### src/design/dbt_pkg.sv
// constants and types shared by the dram burst timing block
package dbt_pkg;

	// =====================================================================
	// widths
	localparam int DQ_W     = 16;
	localparam int BYTE_W   = 8;
	localparam int MASK_W   = DQ_W / BYTE_W;
	localparam int ADDR_W   = 13;
	localparam int BA_W     = 3;
	localparam int CMD_W    = 3;
	localparam int BEAT_W   = 3;
	localparam int CYC_W    = 6;
	localparam int BSEL_BIT = 12;
	localparam int BF_LSB   = 0;

	// =====================================================================
	// positions in the synchronised input bundle
	localparam int DQ_LSB   = 0;
	localparam int WBM_LSB  = DQ_LSB + DQ_W;
	localparam int ADDR_LSB = WBM_LSB + MASK_W;
	localparam int BA_LSB   = ADDR_LSB + ADDR_W;
	localparam int CMD_LSB  = BA_LSB + BA_W;
	localparam int CS_POS   = CMD_LSB + CMD_W;
	localparam int CK_POS   = CS_POS + 1;
	localparam int IN_W     = CK_POS + 1;

	// =====================================================================
	// commands as {ras_n, cas_n, we_n}, mode field codes, burst lengths
	localparam logic [2:0] CMD_MRS    = 3'h0;
	localparam logic [2:0] CMD_WR     = 3'h4;
	localparam logic [2:0] CMD_RD     = 3'h5;
	localparam logic [2:0] BA_MODE0   = 3'h0;
	localparam logic [1:0] BF_FIXED8  = 2'h0;
	localparam logic [1:0] BF_OTF     = 2'h1;
	localparam logic [1:0] BF_CHOP4   = 2'h2;
	localparam logic [1:0] MODE_RST   = BF_FIXED8;
	localparam logic [2:0] LEN8       = 3'h4;
	localparam logic [2:0] LEN4       = 3'h2;

	typedef enum logic [1:0] {
		ST_IDLE  = 2'b00,
		ST_READ  = 2'b01,
		ST_WRITE = 2'b10
	} dbt_state_t;

endpackage

### src/design/dbt_mem_if.sv
// port between the burst engine and its storage array
`timescale 1ns/100ps
interface dbt_mem_if import dbt_pkg::*; #(
	parameter int COL_W = 5
) ();
	logic              we;
	logic [COL_W-1:0]  addr;
	logic [DQ_W-1:0]   wdata;
	logic [MASK_W-1:0] wbe;
	logic [DQ_W-1:0]   rdata;

	modport core  (output we, output addr, output wdata, output wbe, input rdata);
	modport store (input we, input addr, input wdata, input wbe, output rdata);
endinterface

### src/design/dbt_array.sv
// column storage with per-byte write enables
`timescale 1ns/100ps
module dbt_array import dbt_pkg::*; #(
	parameter int COL_W = 5
) (
	// clock and control
	input  wire logic   ref_clk_i,
	input  wire logic   sys_rst_i,
	input  wire logic   ce_i,
	// storage port
	dbt_mem_if.store    m
);
	localparam int DEPTH = 1 << COL_W;

	logic [DQ_W-1:0] mem_q [DEPTH];

	function automatic logic [DQ_W-1:0] byte_bits(input logic [MASK_W-1:0] be);
		logic [DQ_W-1:0] r;
		r = '0;
		for (int b = 0; b < MASK_W; b++) begin
			r[b*BYTE_W +: BYTE_W] = {BYTE_W{be[b]}};
		end
		return r;
	endfunction

	assign m.rdata = mem_q[m.addr];

	// =====================================================================
	// masked bytes keep their old value
	always_ff @(posedge ref_clk_i) begin
		if (ce_i && m.we) begin
			mem_q[m.addr] <= (mem_q[m.addr] & ~byte_bits(m.wbe))
				| (m.wdata & byte_bits(m.wbe));
		end
	end

	// =====================================================================
	// checks
	logic [DQ_W-1:0]   old_q;
	logic [COL_W-1:0]  paddr_q;
	logic [MASK_W-1:0] pbe_q;
	logic              pwe_q;

	always_ff @(posedge ref_clk_i) begin
		old_q   <= mem_q[m.addr];
		paddr_q <= m.addr;
		pbe_q   <= m.wbe;
		pwe_q   <= ce_i && m.we;
	end
endmodule

### src/design/dbt_core.sv
// burst read and write engine of a synchronous dram, sampled on a slow link clock
`timescale 1ns/100ps
module dbt_core import dbt_pkg::*; #(
	parameter int ADD_LAT  = 0,
	parameter int COL_LAT  = 5,
	parameter int WCOL_LAT = 5,
	parameter int COL_W    = 5
) (
	// clock, reset, enable
	input  wire logic              ref_clk_i,
	input  wire logic              sys_rst_i,
	input  wire logic              ce_i,
	// command and address from the controller
	input  wire logic              link_ck_i,
	input  wire logic              cs_n_i,
	input  wire logic [CMD_W-1:0]  cmd_n_i,
	input  wire logic [BA_W-1:0]   ba_i,
	input  wire logic [ADDR_W-1:0] addr_i,
	// data and strobe pins
	input  wire logic [DQ_W-1:0]   dq_i,
	output logic      [DQ_W-1:0]   dq_o,
	output logic                   dq_oe_o,
	input  wire logic              dqs_i,
	output logic                   dqs_o,
	output logic                   dqs_oe_o,
	input  wire logic [MASK_W-1:0] write_byte_mask_i
);
	localparam int READ_LATENCY  = ADD_LAT + COL_LAT;
	localparam int WRITE_LATENCY = ADD_LAT + WCOL_LAT;
	localparam int MAX_CYC       = ((READ_LATENCY > WRITE_LATENCY) ?
		READ_LATENCY : WRITE_LATENCY) + int'(LEN8);

	// =====================================================================
	// input synchroniser, three stages
	logic [IN_W-1:0] s1_q;
	logic [IN_W-1:0] s2_q;
	logic [IN_W-1:0] s3_q;
	logic            ck_q;

	always_ff @(posedge ref_clk_i) begin
		if (sys_rst_i) begin
			s1_q <= '0;
			s2_q <= '0;
			s3_q <= '0;
		end else if (ce_i) begin
			s1_q <= {link_ck_i, cs_n_i, cmd_n_i, ba_i, addr_i, write_byte_mask_i, dq_i};
			s2_q <= s1_q;
			s3_q <= s2_q;
		end
	end

	logic agree;
	logic rise;
	logic fall;

	assign agree = (s2_q[CK_POS] == s3_q[CK_POS]);
	assign rise  = agree && s3_q[CK_POS] && !ck_q;
	assign fall  = agree && !s3_q[CK_POS] && ck_q;

	always_ff @(posedge ref_clk_i) begin
		if (sys_rst_i) begin
			ck_q <= 1'b0;
		end else if (ce_i && agree) begin
			ck_q <= s3_q[CK_POS];
		end
	end

	logic              cs3_n;
	logic [CMD_W-1:0]  cmd3;
	logic [BA_W-1:0]   ba3;
	logic [ADDR_W-1:0] addr3;

	assign cs3_n = s3_q[CS_POS];
	assign cmd3  = s3_q[CMD_LSB +: CMD_W];
	assign ba3   = s3_q[BA_LSB +: BA_W];
	assign addr3 = s3_q[ADDR_LSB +: ADDR_W];

	// =====================================================================
	// helpers
	function automatic logic [2:0] burst_len(input logic [1:0] mode, input logic bsel);
		case (mode)
			BF_OTF:   burst_len = bsel ? LEN8 : LEN4;
			BF_CHOP4: burst_len = LEN4;
			default:  burst_len = LEN8;
		endcase
	endfunction

	function automatic logic [COL_W-1:0] burst_col(input logic [COL_W-1:0] base,
		input logic [BEAT_W-1:0] beat);
		burst_col = {base[COL_W-1:BEAT_W], BEAT_W'(base[BEAT_W-1:0] + beat)};
	endfunction

	// =====================================================================
	// burst state machine, counted in link clock cycles
	dbt_state_t        st_q;
	logic [CYC_W-1:0]  cyc_q;
	logic [2:0]        len_q;
	logic [COL_W-1:0]  col_q;
	logic [1:0]        mode_q;
	logic [CYC_W-1:0]  nc;
	logic [CYC_W-1:0]  lat;
	logic [CYC_W-1:0]  end_c;
	logic              take;

	assign nc    = CYC_W'(cyc_q + 1'b1);
	assign lat   = (st_q == ST_READ) ? CYC_W'(READ_LATENCY) : CYC_W'(WRITE_LATENCY);
	assign end_c = CYC_W'(lat + len_q);
	assign take  = rise && (st_q == ST_IDLE) && !cs3_n && (cmd3 == CMD_RD || cmd3 == CMD_WR);

	always_ff @(posedge ref_clk_i) begin
		if (sys_rst_i) begin
			mode_q <= MODE_RST;
		end else if (ce_i && rise && st_q == ST_IDLE && !cs3_n
			&& cmd3 == CMD_MRS && ba3 == BA_MODE0) begin
			mode_q <= addr3[BF_LSB +: 2];
		end
	end

	always_ff @(posedge ref_clk_i) begin
		if (sys_rst_i) begin
			st_q  <= ST_IDLE;
			cyc_q <= '0;
			len_q <= LEN8;
			col_q <= '0;
		end else if (ce_i && rise) begin
			case (st_q)
				ST_IDLE: begin
					cyc_q <= '0;
					if (take) begin
						st_q  <= (cmd3 == CMD_RD) ? ST_READ : ST_WRITE;
						len_q <= burst_len(mode_q, addr3[BSEL_BIT]);
						col_q <= addr3[COL_W-1:0];
					end
				end
				ST_READ, ST_WRITE: begin
					cyc_q <= nc;
					// ends on the count alone, whatever the strobe did
					if (nc == end_c) begin
						st_q <= ST_IDLE;
					end
				end
				default: st_q <= ST_IDLE;
			endcase
		end
	end

	// =====================================================================
	// beat position on each link edge
	logic              win;
	logic [CYC_W-1:0]  rel;
	logic [BEAT_W-1:0] beat;

	always_comb begin
		rel  = rise ? CYC_W'(nc - lat) : CYC_W'(cyc_q - lat);
		win  = (st_q != ST_IDLE) && (rise || fall) && (rel < CYC_W'(len_q))
			&& ((rise ? nc : cyc_q) >= lat);
		beat = {rel[1:0], fall};
	end

	dbt_mem_if #(.COL_W(COL_W)) mem ();

	// write beats land on every edge, mask only matters here
	assign mem.we    = (st_q == ST_WRITE) && win;
	assign mem.addr  = burst_col(col_q, beat);
	assign mem.wdata = s3_q[DQ_LSB +: DQ_W];
	assign mem.wbe   = ~s3_q[WBM_LSB +: MASK_W];

	dbt_array #(.COL_W(COL_W)) u_array (
		.ref_clk_i (ref_clk_i),
		.sys_rst_i (sys_rst_i),
		.ce_i      (ce_i),
		.m         (mem.store)
	);

	// =====================================================================
	// read drivers
	always_ff @(posedge ref_clk_i) begin
		if (sys_rst_i) begin
			dq_o     <= '0;
			dq_oe_o  <= 1'b0;
			dqs_o    <= 1'b0;
			dqs_oe_o <= 1'b0;
		end else if (ce_i && st_q == ST_READ) begin
			if (rise && nc == CYC_W'(READ_LATENCY - 1)) begin
				dqs_oe_o <= 1'b1;
				dqs_o    <= 1'b0;
			end
			if (win) begin
				dq_oe_o <= 1'b1;
				dq_o    <= mem.rdata;
				dqs_o   <= rise;
			end
			if (rise && nc == end_c) begin
				dq_oe_o  <= 1'b0;
				dqs_oe_o <= 1'b0;
				dqs_o    <= 1'b0;
			end
		end
	end
endmodule

### config.mk
export PLATFORM = sky130hd
export DESIGN_NAME = dbt_core
export DESIGN_NICKNAME = d
export VERILOG_FILES = /design/src/design/dbt_pkg.sv /design/src/design/dbt_mem_if.sv /design/src/design/dbt_array.sv /design/src/design/dbt_core.sv
export SDC_FILE = /design/constraint.sdc
export NUM_CORES = 1
export LEC_CHECK = 0
export BUFFER_PORTS_ARGS = -buffer_cell sky130_fd_sc_hd__buf_2
export CAP_MARGIN = 0
export CORE_MARGIN = 3
export CORE_UTILIZATION = 30
export CTS_BUF_LIST = sky130_fd_sc_hd__clkbuf_4
export DETAILED_ROUTE_END_ITERATION = 6
export HOLD_SLACK_MARGIN = 0.12
export PLACE_DENSITY = 0.48
export SLEW_MARGIN = 20
export SYNTH_ARGS = -nofsm -noshare
export SYNTH_HDL_FRONTEND = slang
export SYNTH_SLANG_ARGS = --single-unit
### constraint.sdc
create_clock -name ref_clk_i -period 6.15 [get_ports ref_clk_i]
set_clock_uncertainty 0.05 [all_clocks]
set_input_delay 1.23 -clock ref_clk_i [delete_from_list [all_inputs] [get_ports ref_clk_i]]
set_output_delay 1.23 -clock ref_clk_i [all_outputs]
set_load 0.01 [all_outputs]
==> flow_summary.yaml <==
routing:
  dr.pass1.iters: 5
  ant_nets: 0
  vias: 13800
  vias_per_cell: 4.82
  wl_per_cell_um: 22.4
  drc: 0
  drt_iter0_markers: 951
  finalWirelength_mm: 64.2
clocking:
  clock-sinks: 645
  cts-root-buf: "clkbuf_4"
  cts_setup_buffers: 0
  clkTransAtPathRegs_ps: 60
  cts_buffers: 173
  holdBufCountCts: 0
  cts_resized: 0
  insertion_delay_ps: 990
  cts_tree: "done"
  htree_levels: 4
  cts.path.max_buffers: 3
yosys:
  synth_compound_area_share_pct: 3.84
  synth_top_area_share_pct: 61.4
  synthCells: 1433
  ys_warn_count: 0
  synth_nets: 1490
  synthDistinctLibCells: 54
  ys_ff_latch: 645
  synth_mux_area_share_pct: 15.9
  synth_edf_count: 512
  synth_xor_area_share_pct: 0.335
  synth-main-ff-cell: "edfxtp_1"
  syn_avg_cell_area_um2: 17.5
  yosys.area.top_type: "edfxtp_1"
  synth_area_leaders: "edfxtp_1 61%, mux4_2 12%, dfxtp_1 11%"
  synthAdderAreaFrac_pct: 0.729
  syn-cell-area_um2: 25100
  synth_top_family_by_area: "multiplexers"
  synthSimpleGateAreaFrac_pct: 5.56
  ys_seq_area_share_pct: 72.0
  async_flop_share_pct: 0
hold_path:
  hold_class: "reg2reg"
timing:
  hold_violations: 0
  slew_headroom_pct: 28.7
  worst_slew_pin_slew_ps: 1060
  setup_viol: 0
  setup_tns_ps: 0
  min_period_over_period_pct: 79.6
  finalMaxSlewViolations: 0
  rsz0062_at_grt: "no"
  min_period_ps: 4890
  fmax_mhz: 204
floorplanning:
  coreArea_um2: 82400
  pin_count: 62
  die_y_um: 295
  die_w_um: 295
  initial_core_util_pct: 30.4
  rows: 105
  dieArea_um2: 87000
power:
  total_power_mw: 8.81
  power_density_nw_per_um2: 299
  ir_worst_vdd_mv: 0.102
  cellLeakagePower_nw: 10.7
final_layout:
  mostFrequentLayoutCells: "512 x edfxtp_1, 272 x clkbuf_4, 171 x nor2_1"
  final_cells: 2869
  layout-drive-gt1-share_pct: 32.5
  fillers: 7800
  mostFrequentLayoutCell: "edfxtp_1"
  design_area_um2: 29400
  nNetsFinal: 1716
  syn2layout_area_growth_pct: 17.4
global_routing:
  grt_util_met2_pct: 25.0
  grt.total_usage_pct: 14.9
  overflow: 0
  antenna_found_initial: 5
  grt_pass1_vias: 14500
  globalRoute.busiestLayer: "met2"
  grt.met1_usage_pct: 18.7
  grt_max_degree: 98
  grtUsageMet3_pct: 3.85
  grt_pass1_wl_mm: 94.3
run:
  drv_cap: 0
placed_design:
  port-buffer-count: 53
  placed_area_um2: 27100
  dp.cells: 2554
  dp_hpwl_mm: 39.2
  gp_congestion: 0.774
critical_path:
  cp.required_ps: 6760
  crit_path_end_kind: "register"
  cp_max_fo: 38
  cp_data_arrival_time_ps: 5500
  crit_type: "reg2reg"
  startpoint_type: "register"
run_status:
  status: "finished clean"
==> registers in the layout, indices dropped and copies added (netlist names) <==
name / cells
dqs_o: 1
mode_q: 2
s1_q: 32
st_q: 2
cyc_q: 6
dqs_oe_o: 1
s2_q: 32
ck_q: 1
dq_oe_o: 1
u_array.mem_q: 512
s3_q: 32
dq_o: 16
col_q: 5
len_q: 2
==> Yosys cell counts (2+ instances only) <==
master and n:
edfxtp_1 512, nor2_1 171, dfxtp_1 133, mux4_2 128, mux2i_1 109, a22oi_1 64
clkbuf_1 50, a21oi_1 43, buf_2 25, nand2_1 22, o21ai_0 22, or3_1 18
and4_1 16, ha_1 13, inv_1 13, nand2b_1 8, nor2b_1 8, nand3_1 7
buf_1 6, and2_1 4, buf_4 4, nor2_2 4, a211oi_1 3, a31oi_1 3
a32oi_1 3, and3_1 3, nand3b_1 3, nand4_1 3, xnor2_1 3, nand4b_1 2
nand4bb_1 2, nor2_4 2, nor3_1 2, nor3_4 2, nor3b_1 2, o21a_1 2
==> report_power, final <==
group | leakage, nW | total (mW) | internal (mW) | switching, mW
clock | 1.39 | 3.95 | 2.21 | 1.74
combinational | 2.90 | 0.148 | 0.0534 | 0.0942
sequential | 6.40 | 4.71 | 4.70 | 0.0130
==> final timing paths <==
path / cells after the start / slack [ps] / endpoint / startpoint
setup reg to reg: 11 / 1260 / u_array.mem_q[3][6] / s3_q[38]
hold / removal: 2 / 420 / dqs_o / dqs_o
setup / recovery: 11 / 1260 / u_array.mem_q[3][6] / s3_q[38]
hold reg to reg: 2 / 420 / dqs_o / dqs_o
==> worst max-delay path, cell delays in order (launching register included) <==
cell	delay (ps)
dfxtp_1	380
ha_1	180
nor2b_1	260
xnor2_1	180
inv_1	100
fa_4	1300
buf_4	420
mux4_2	390
a22oi_1	470
and4_1	410
a21oi_2	90
buf_4	250
==> per-stage QoR <==
step	utilization, %	hold slack (ps)	setup slack (ps)
floorplan	-	410	1990
global placement	32.8	406	1190
detailed placement	32.8	411	1040
CTS	35.7	291	985
global route	35.7	352	1050
finish	35.7	417	1260
==> metal layers <==
| layer | share of wire [%] | wire length (um) | up-vias |
|---|---|---|---|
| met5 | 0 | 0 | - |
| met4 | 2.0 | 1300 | 0 |
| met3 | 5.8 | 3710 | 87 |
| met2 | 49 | 31700 | 388 |
| met1 | 43 | 27500 | 7136 |
| li1 | - | - | 6230 |
==> cell families (layout without fill, tap and decap cells) <==
family,after synthesis,in the layout
adder cells (fa/ha/maj),14,14
XOR/XNOR,6,6
other,0,3
multiplexers,238,238
AO/OA/AOI/OAI,148,148
buffers and inverters,98,461
AND/OR/NAND/NOR,284,284
flip-flops,645,645
==> cell type report <==
class	count	area, um^2	share of cell area [%]
Antenna cell	3	7.51	0.0255
Clock buffer	272	2040	6.94
Clock inverter	40	297	1.01
Inverter	13	48.8	0.166
Multi-Input combinational cell	690	6720	22.8
Sequential cell	645	18000	61.3
Tap cell	1070	1340	4.55
Timing Repair Buffer	136	935	3.18
No activity file was read; power rests on OpenSTA's default activity.
